--- config.mk ---
export PLATFORM = sky130hd
export DESIGN_NAME = vpic_top
export DESIGN_NICKNAME = d
export VERILOG_FILES = /design/src/rtl/vpic_pkg.sv /design/src/rtl/vpic_arbiter.sv /design/src/rtl/vpic_sync.sv /design/src/rtl/vpic_top.sv
export SDC_FILE = /design/constraint.sdc
export NUM_CORES = 1
export LEC_CHECK = 0
export BUFFER_PORTS_ARGS = -buffer_cell sky130_fd_sc_hd__buf_2
export CELL_PAD_IN_SITES_DETAIL_PLACEMENT = 2
export CELL_PAD_IN_SITES_GLOBAL_PLACEMENT = 2
export CORE_MARGIN = 2
export CORE_UTILIZATION = 40
export CTS_CLUSTER_DIAMETER = 120
export DETAILED_ROUTE_END_ITERATION = 6
export PLACE_DENSITY_LB_ADDON = 0.15
export SETUP_SLACK_MARGIN = 0.1
export SLEW_MARGIN = 40
export SYNTH_ARGS = -nofsm -noshare
export SYNTH_HDL_FRONTEND = slang
export SYNTH_SLANG_ARGS = --single-unit
--- constraint.sdc ---
create_clock -name clock_i -period 34.2 [get_ports clock_i]
set_clock_uncertainty 0.15 [all_clocks]
set_input_delay 3.42 -clock clock_i [delete_from_list [all_inputs] [get_ports clock_i]]
set_output_delay 3.42 -clock clock_i [all_outputs]
set_load 0.02 [all_outputs]
--- src/rtl/vpic_pkg.sv ---
// Constants, types and helpers of the vectored priority interrupt controller
package vpic_pkg;
   localparam int          MAX_SRC       = 24;
   localparam int          GROUPS        = 6;
   localparam int          LEVELS        = 4;
   localparam int          EN_FIELD_W    = 6;
   localparam int          MASTER_EN_BIT = 7;
   localparam logic [7:0]  ADDR_EN_A     = 8'hA8;
   localparam logic [7:0]  ADDR_EN_B     = 8'hA9;
   localparam logic [7:0]  ADDR_EN_C     = 8'hAA;
   localparam logic [7:0]  ADDR_EN_D     = 8'hAB;
   localparam logic [7:0]  ADDR_PRIO_A   = 8'hB8;
   localparam logic [7:0]  ADDR_PRIO_B   = 8'hF8;
   localparam logic [7:0]  ADDR_TRIG_A   = 8'h10;
   localparam logic [7:0]  ADDR_TRIG_B   = 8'h11;
   localparam logic [7:0]  ADDR_TRIG_C   = 8'h12;
   localparam logic [7:0]  ADDR_PEND_A   = 8'h14;
   localparam logic [7:0]  ADDR_PEND_B   = 8'h15;
   localparam logic [7:0]  ADDR_PEND_C   = 8'h16;
   localparam logic [7:0]  ADDR_STATUS   = 8'h17;
   localparam logic [23:0] EN_RESET      = 24'h000000;
   localparam logic [5:0]  PRIO_RESET    = 6'h00;
   localparam logic [23:0] TRIG_RESET    = 24'h000000;
   localparam logic [15:0] VEC_RESET_SRC = 16'h0000;
   localparam logic [15:0] VEC_BASE      = 16'h0003;
   localparam int          CLKS_PER_MC   = 2;
   localparam int          LAT_MIN_MC    = 3;
   localparam int          LAT_MAX_MC    = 9;
   localparam int          LAT_MIN_CLKS  = LAT_MIN_MC * CLKS_PER_MC;
   localparam int          LAT_MAX_CLKS  = LAT_MAX_MC * CLKS_PER_MC;

   typedef struct packed {
      logic       wr;
      logic       rd;
      logic [7:0] addr;
      logic [7:0] wdata;
   } vpic_bus_t;

   typedef struct packed {
      logic        req;
      logic        rst_src;
      logic [1:0]  lvl;
      logic [4:0]  idx;
      logic [15:0] vec;
   } vpic_core_t;

   typedef struct packed {
      logic [7:0]  rdata;
      logic        ea;
      logic [23:0] en;
      logic [5:0]  pa;
      logic [5:0]  pb;
      logic [23:0] trig;
      logic [23:0] flag;
      logic [23:0] prev;
      logic        rst_flag;
      logic        rst_prev;
      logic [3:0]  insvc;
      logic        insvc_rst;
      vpic_core_t  core;
   } vpic_state_t;

   // Level of a source: group bit from both priority registers
   function automatic logic [1:0] vpic_level(input logic [4:0] n, input logic [5:0] pa, input logic [5:0] pb);
      logic [2:0] g;
      g = 3'(n % 5'h06);
      return {pb[g], pa[g]};
   endfunction : vpic_level

   // Vector of a maskable source: base plus eight per source
   function automatic logic [15:0] vpic_vector(input logic [4:0] n);
      return VEC_BASE + {8'h00, n, 3'h0};
   endfunction : vpic_vector
endpackage : vpic_pkg

--- src/rtl/vpic_arbiter.sv ---
// Level-then-index arbiter over the pending maskable requests
`timescale 1ns/100ps
module vpic_arbiter
   import vpic_pkg::*;
(
   input  wire logic [MAX_SRC-1:0] pend_i,
   input  wire logic [5:0]         pa_i,
   input  wire logic [5:0]         pb_i,
   output logic                    valid_o,
   output logic      [4:0]         idx_o,
   output logic      [1:0]         lvl_o
);
   logic [1:0] lvl_n;

   always_comb begin
      valid_o = 1'b0;
      idx_o   = 5'h00;
      lvl_o   = 2'h0;
      lvl_n   = 2'h0;
      // Walk downward so that on equal level the lower index wins
      for (int i = MAX_SRC - 1; i >= 0; i--) begin
         lvl_n = vpic_level(5'(i), pa_i, pb_i);
         if (pend_i[i] && (!valid_o || lvl_n >= lvl_o)) begin
            valid_o = 1'b1;
            idx_o   = 5'(i);
            lvl_o   = lvl_n;
         end
      end
   end
endmodule : vpic_arbiter

--- src/rtl/vpic_sync.sv ---
// Two-stage synchroniser for asynchronous request lines
`timescale 1ns/100ps
module vpic_sync #(
   parameter int WIDTH = 25
) (
   input  wire logic             clock_i,
   input  wire logic             rst_n_i,
   input  wire logic [WIDTH-1:0] async_i,
   output logic      [WIDTH-1:0] sync_o
);
   logic [WIDTH-1:0] stage1;

   if (WIDTH < 1) begin : g_bad_width
      $error("vpic_sync: WIDTH must be at least 1");
   end

   always_ff @(posedge clock_i or negedge rst_n_i) begin
      if (!rst_n_i) begin
         stage1 <= '0;
         sync_o <= '0;
      end else begin
         stage1 <= async_i;
         sync_o <= stage1;
      end
   end
endmodule : vpic_sync

--- src/rtl/vpic_top.sv ---
// Vectored priority interrupt controller top level
`timescale 1ns/100ps
module vpic_top
   import vpic_pkg::*;
#(
   parameter int NUM_SRC = 24
) (
   input  wire logic               clock_i,
   input  wire logic               rst_n_i,
   input  wire logic [7:0]         reg_addr_i,
   input  wire logic [7:0]         reg_wdata_i,
   input  wire logic               reg_wr_i,
   input  wire logic               reg_rd_i,
   output logic      [7:0]         reg_rdata_o,
   input  wire logic [MAX_SRC-1:0] irq_src_i,
   input  wire logic               hw_reset_source_i,
   input  wire logic               core_ack_i,
   input  wire logic               return_from_service_i,
   output logic                    irq_req_o,
   output logic                    irq_reset_src_o,
   output logic      [15:0]        irq_vector_o,
   output logic      [1:0]         irq_level_o,
   output logic                    master_irq_enable_o
);
   localparam logic [MAX_SRC-1:0] SRC_MASK = MAX_SRC'((25'h0000001 << NUM_SRC) - 25'h0000001);

   vpic_state_t      s;
   vpic_state_t      next_s;
   vpic_bus_t        bus;
   logic [MAX_SRC:0] sync_all;
   logic [23:0]      src;
   logic             rst_src;
   logic [23:0]      set_v;
   logic [23:0]      clr_v;
   logic [23:0]      pend;
   logic             win_valid;
   logic [4:0]       win_idx;
   logic [1:0]       win_lvl;
   logic             any_insvc;
   logic [1:0]       cur_lvl;
   logic             allow_mask;
   logic             do_ack;

   if (NUM_SRC < 1 || NUM_SRC > MAX_SRC) begin : g_bad_num
      $error("vpic_top: NUM_SRC out of range");
   end

   assign bus = '{wr: reg_wr_i, rd: reg_rd_i, addr: reg_addr_i, wdata: reg_wdata_i};

   vpic_sync #(
      .WIDTH (MAX_SRC + 1)
   ) u_sync (
      .clock_i (clock_i),
      .rst_n_i (rst_n_i),
      .async_i ({hw_reset_source_i, irq_src_i}),
      .sync_o  (sync_all)
   );

   assign src     = sync_all[MAX_SRC-1:0] & SRC_MASK;
   assign rst_src = sync_all[MAX_SRC];

   // Request only reaches the arbiter when master and own enable are set
   assign pend = s.flag & s.en & {MAX_SRC{s.ea}};

   vpic_arbiter u_arb (
      .pend_i  (pend),
      .pa_i    (s.pa),
      .pb_i    (s.pb),
      .valid_o (win_valid),
      .idx_o   (win_idx),
      .lvl_o   (win_lvl)
   );

   assign do_ack = core_ack_i && s.core.req;

   always_comb begin
      next_s     = s;
      next_s.rdata = 8'h00;
      set_v      = 24'h000000;
      clr_v      = 24'h000000;
      any_insvc  = |s.insvc;
      cur_lvl    = 2'h0;
      allow_mask = 1'b0;

      // Register writes
      if (bus.wr) begin
         case (bus.addr)
            ADDR_EN_A: begin
               next_s.ea      = bus.wdata[MASTER_EN_BIT];
               next_s.en[5:0] = bus.wdata[EN_FIELD_W-1:0];
            end
            ADDR_EN_B:   next_s.en[11:6]  = bus.wdata[EN_FIELD_W-1:0];
            ADDR_EN_C:   next_s.en[17:12] = bus.wdata[EN_FIELD_W-1:0];
            ADDR_EN_D:   next_s.en[23:18] = bus.wdata[EN_FIELD_W-1:0];
            ADDR_PRIO_A: next_s.pa        = bus.wdata[GROUPS-1:0];
            ADDR_PRIO_B: next_s.pb        = bus.wdata[GROUPS-1:0];
            ADDR_TRIG_A: next_s.trig[7:0]   = bus.wdata;
            ADDR_TRIG_B: next_s.trig[15:8]  = bus.wdata;
            ADDR_TRIG_C: next_s.trig[23:16] = bus.wdata;
            default: ;
         endcase
      end

      // Register reads, data stand in the following cycle only
      if (bus.rd) begin
         case (bus.addr)
            ADDR_EN_A:   next_s.rdata = {s.ea, 1'b0, s.en[5:0]};
            ADDR_EN_B:   next_s.rdata = {2'h0, s.en[11:6]};
            ADDR_EN_C:   next_s.rdata = {2'h0, s.en[17:12]};
            ADDR_EN_D:   next_s.rdata = {2'h0, s.en[23:18]};
            ADDR_PRIO_A: next_s.rdata = {2'h0, s.pa};
            ADDR_PRIO_B: next_s.rdata = {2'h0, s.pb};
            ADDR_TRIG_A: next_s.rdata = s.trig[7:0];
            ADDR_TRIG_B: next_s.rdata = s.trig[15:8];
            ADDR_TRIG_C: next_s.rdata = s.trig[23:16];
            ADDR_PEND_A: next_s.rdata = s.flag[7:0];
            ADDR_PEND_B: next_s.rdata = s.flag[15:8];
            ADDR_PEND_C: next_s.rdata = s.flag[23:16];
            ADDR_STATUS: next_s.rdata = {3'h0, s.insvc_rst, s.insvc};
            default:     next_s.rdata = 8'h00;
         endcase
      end

      // Edge mode catches a rising input, level mode the high input
      set_v       = (s.trig & src & ~s.prev) | (~s.trig & src);
      next_s.prev = src;
      next_s.rst_prev = rst_src;

      // Return from service: close the innermost active level
      if (return_from_service_i) begin
         next_s.ea = 1'b1;
         if (s.insvc_rst) begin
            next_s.insvc_rst = 1'b0;
         end else begin
            for (int l = 0; l < LEVELS; l++) begin
               if (s.insvc[l]) begin
                  cur_lvl = 2'(l);
               end
            end
            if (any_insvc) begin
               next_s.insvc[cur_lvl] = 1'b0;
            end
         end
      end

      // Acceptance by the core
      if (do_ack) begin
         next_s.ea = 1'b0;
         if (s.core.rst_src) begin
            next_s.insvc_rst = 1'b1;
         end else begin
            clr_v[s.core.idx]        = 1'b1;
            next_s.insvc[s.core.lvl] = 1'b1;
         end
      end

      // A new arrival wins over the clear of the same cycle
      next_s.flag     = (s.flag & ~clr_v) | set_v;
      next_s.rst_flag = (s.rst_flag & ~(do_ack & s.core.rst_src)) | (rst_src & ~s.rst_prev);

      // Level of the service now running
      cur_lvl = 2'h0;
      for (int l = 0; l < LEVELS; l++) begin
         if (s.insvc[l]) begin
            cur_lvl = 2'(l);
         end
      end
      allow_mask = win_valid && !s.insvc_rst && (!any_insvc || win_lvl > cur_lvl);

      // Presentation to the core, withdrawn in the cycle after acceptance
      next_s.core = '{req: 1'b0, rst_src: 1'b0, lvl: 2'h0, idx: 5'h00, vec: VEC_RESET_SRC};
      if (!do_ack) begin
         if (s.rst_flag && !s.insvc_rst) begin
            next_s.core.req     = 1'b1;
            next_s.core.rst_src = 1'b1;
            next_s.core.vec     = VEC_RESET_SRC;
         end else if (allow_mask) begin
            next_s.core.req = 1'b1;
            next_s.core.idx = win_idx;
            next_s.core.lvl = win_lvl;
            next_s.core.vec = vpic_vector(win_idx);
         end
      end
   end

   always_ff @(posedge clock_i or negedge rst_n_i) begin
      if (!rst_n_i) begin
         s.rdata     <= 8'h00;
         s.ea        <= 1'b0;
         s.en        <= EN_RESET;
         s.pa        <= PRIO_RESET;
         s.pb        <= PRIO_RESET;
         s.trig      <= TRIG_RESET;
         s.flag      <= 24'h000000;
         s.prev      <= 24'h000000;
         s.rst_flag  <= 1'b0;
         s.rst_prev  <= 1'b0;
         s.insvc     <= 4'h0;
         s.insvc_rst <= 1'b0;
         s.core      <= '{req: 1'b0, rst_src: 1'b0, lvl: 2'h0, idx: 5'h00, vec: VEC_RESET_SRC};
      end else begin
         s <= next_s;
      end
   end

   assign reg_rdata_o         = s.rdata;
   assign irq_req_o           = s.core.req;
   assign irq_reset_src_o     = s.core.rst_src;
   assign irq_vector_o        = s.core.vec;
   assign irq_level_o         = s.core.lvl;
   assign master_irq_enable_o = s.ea;
endmodule : vpic_top
==> impl_metrics.py <==
metrics = {
    "flow_run": {
        "cap_violations": 0,
    },
    "sta": {
        "slew_headroom": 0.414,
        "hold_viol": 0,
        "finalMaxSlewViolations": 0,
        "timing.fmax_mhz": 30.9,
        "finalCriticalPeriod_ns": 32.31,
        "period_share": 0.945,
        "setup_violations": 0,
        "postLayoutSetupSlackWorst_ns": 1.89,
        "tightest_slew_ns": 0.867,
    },
    "die": {
        "start_util": 0.405,
        "ios": 76,
        "die_h_um": 157,
        "dieArea_um2": 24800,
        "die_w_um": 157,
        "coreArea_um2": 23300,
        "row_count": 56,
    },
    "grt": {
        "grt_pass1_wl_mm": 52.0,
        "grt_usage": 0.284,
        "grt_max_degree": 104,
        "grt_pass1_vias": 8445,
        "grt_overflow_total": 0,
        "antenna_found_initial": 1,
    },
    "clock_network": {
        "cts.sinks": 184,
        "cts_buffers": 17,
        "clock_latency_ns": 0.44,
        "cts_tree": "done",
        "clk_path_buf_depth": 2,
        "root_buffer": "clkbuf_16",
        "clk_pin_slew_ns": 0.07,
        "h-tree-depth": 4,
    },
    "synth": {
        "synthCells": 882,
        "async_flop_share": 1.00,
        "yosys_warnings": 0,
        "syn_avg_cell_area_um2": 10.7,
        "synth_top_area_share": 0.489,
        "synth_top_flop_cell": "dfrtp_1",
        "synth_top_cell_by_area": "dfrtp_1",
        "netlist_area_um2": 9420,
        "synth_edf_count": 0,
        "yosys-top-cells-area": "dfrtp_1, mux2_2, nand2_1",
        "synth_seq_cells": 184,
        "yosysSeqAreaShare": 0.489,
        "ys_types": 78,
        "synth_common_cells": "dfrtp_1, nand2_1, mux2_2, a21oi_1, nor2_1",
        "yosysMostFrequentCell": "dfrtp_1",
    },
    "setup_path": {
        "cp_num_cells": 162,
        "cpMostUsedCell": "ha_1",
        "crit_family": "compound AO/OA/AOI/OAI gates",
        "worstRegToRegCells": 162,
        "start_kind": "flop",
        "cp_num_buf_inv": 6,
        "arrival_ns": 32.47,
        "path_max_fanout": 8,
        "ff2ff_setup_slack_ns": 1.89,
        "cp-endpoint": "irq_vector_o[7]$_DFF_PN0_",
        "worst_r2r_startpoint": "master_irq_enable_o$_DFFE_PN0P_",
        "required_ns": 34.35,
        "reg2reg_to": "irq_vector_o[7]$_DFF_PN0_",
        "cp_slowest_stage_delay_ns": 0.48,
        "crit_slowest_cell": "or3b_2",
        "critPathCaptureType": "flop",
        "cp-startpoint": "master_irq_enable_o$_DFFE_PN0P_",
        "critPathKind": "reg -> reg",
    },
    "layout": {
        "antenna_cells": 0,
        "nets": 1036,
        "areaGrowthSynthToFinish_pct": 17.0,
        "multi_input_area_um2": 4670,
        "drive_above_1_share": 0.266,
        "seqCellArea_um2": 4610,
        "final_area_um2": 11000,
        "fillers": 2390,
    },
    "route": {
        "antenna_left": 0,
        "wire_per_inst_um": 26.7,
        "num_vias": 7667,
        "drc": 0,
        "vias_per_cell": 5.95,
        "first_pass_iters": 5,
        "drtIter0Drc": 478,
        "wl_mm": 34.4,
    },
    "place": {
        "dpl-instance-area_um2": 10000,
        "pre_cts_slack_ns": -0.626,
        "gp_congestion": 0.888,
        "hpwl_mm": 24.8,
        "portBuffers": 66,
    },
    "power_and_ir_drop": {
        "p_leak_uw": 0.00493,
        "power_density_nw_per_um2": 53.4,
        "ir_worst_vdd_v": 0.0000427,
    },
    "hold_path": {
        "worstHoldPathType": "reg -> reg",
    },
    "outcome": {
        "status": "complete, no violations",
    },
}
-- cell usage in the layout (no fill, tap or decap), types with 14 or more instances in the layout --
master     netlist  layout
nor3_1          17      14
a21oi_1         45      40
nand2_1        114     112
clkbuf_16        0      17
mux2_2          70      70
ha_1            33      33
nand3_1         31      30
o21ai_0         26      24
buf_2            1      66
buf_4           26      28
nand2b_1        25      25
and3_1          17      16
inv_1           22      20
dfrtp_1        184     180
nor2_1          44      42
a22o_1          30      30
-- layer usage --
metal	share of wire	up-vias	track usage
met1	0.41	3990	0.349
met3	0.041	79	0.0410
met4	0.039	0	0.122
met5	0	-	0
li1	-	3368	-
met2	0.52	230	0.498
-- power by group --
part / internal [µW] / total (µW) / switching (µW) / leakage (µW)
clock: 126 / 220 / 93.5 / 0.000319
combinational: 47.0 / 123 / 76.3 / 0.00237
sequential: 230 / 245 / 14.8 / 0.00224
total: 403 / 588 / 185 / 0.00493
-- kinds of logic after synthesis --
kind of cell,after synthesis,synth area share
buffers and inverters,72,0.0392
muxes,90,0.116
adders and majority gates,38,0.0491
and+or+nand+nor,294,0.151
other,1,0.000398
AOI/OAI and AO/OA,203,0.156
DFF,184,0.489
-- what timing repair did --
action	CTS	global route
endpoints found under the setup margin	5	9
gates resized for setup	6	34
buffers inserted	0	20
hold buffers	0	0
pin swaps	0	8
-- stage by stage --
stage,TNS (ns),instances,total power (µW),util,hold slack [ns]
2_1_floorplan,0,890,314,-,0.181
5_1_grt,-0.248,1288,613,0.474,0.206
6_report,0,1288,588,0.474,0.200
3_3_place_gp,0,1234,349,0.429,0.182
3_5_place_dp,-0.811,1235,357,0.430,0.186
4_1_cts,0,1267,579,0.459,0.202
-- how the worst min path moves through the flow --
stage	cells after the start	from	to
final	0	u_sync.stage1[11]$_DFF_PN0_	u_sync.sync_o[11]$_DFF_PN0_
after global routing	0	u_sync.stage1[7]$_DFF_PN0_	u_sync.sync_o[7]$_DFF_PN0_
after CTS	0	u_sync.stage1[19]$_DFF_PN0_	u_sync.sync_o[19]$_DFF_PN0_
after detailed placement	0	u_sync.stage1[19]$_DFF_PN0_	u_sync.sync_o[19]$_DFF_PN0_
after global placement	0	u_sync.stage1[19]$_DFF_PN0_	u_sync.sync_o[19]$_DFF_PN0_
after floorplan	0	u_sync.stage1[0]$_DFF_PN0_	u_sync.sync_o[0]$_DFF_PN0_
-- flip-flops by register name, summed over array words and instances (netlist names) --
register             cells
irq_level_o              2
reg_rdata_o              8
u_sync.sync_o           25
irq_vector_o             2
s                      119
u_sync.stage1           25
master_irq_enable_o      1
irq_req_o                1
irq_reset_src_o          1
-- cell type report --
class	instances	share of cell area
Clock buffer	18	0.0389
Clock inverter	14	0.0210
Inverter	22	0.00818
Multi-Input combinational cell	634	0.423
Sequential cell	184	0.418
Tap cell	319	0.0362
Timing Repair Buffer	97	0.0539
-- worst reg2reg max path: cells and delay by family, from the launching register on --
family                   cells  cell delay (ns)
AO/OA/AOI/OAI               66            11.59
AND/OR/NAND/NOR             54             8.67
adder cells (fa/ha/maj)     28             8.01
multiplexers                 8             2.70
buffers and inverters        6             0.65
flip-flops                   1             0.45
No activity file was read; power rests on OpenSTA's default activity.
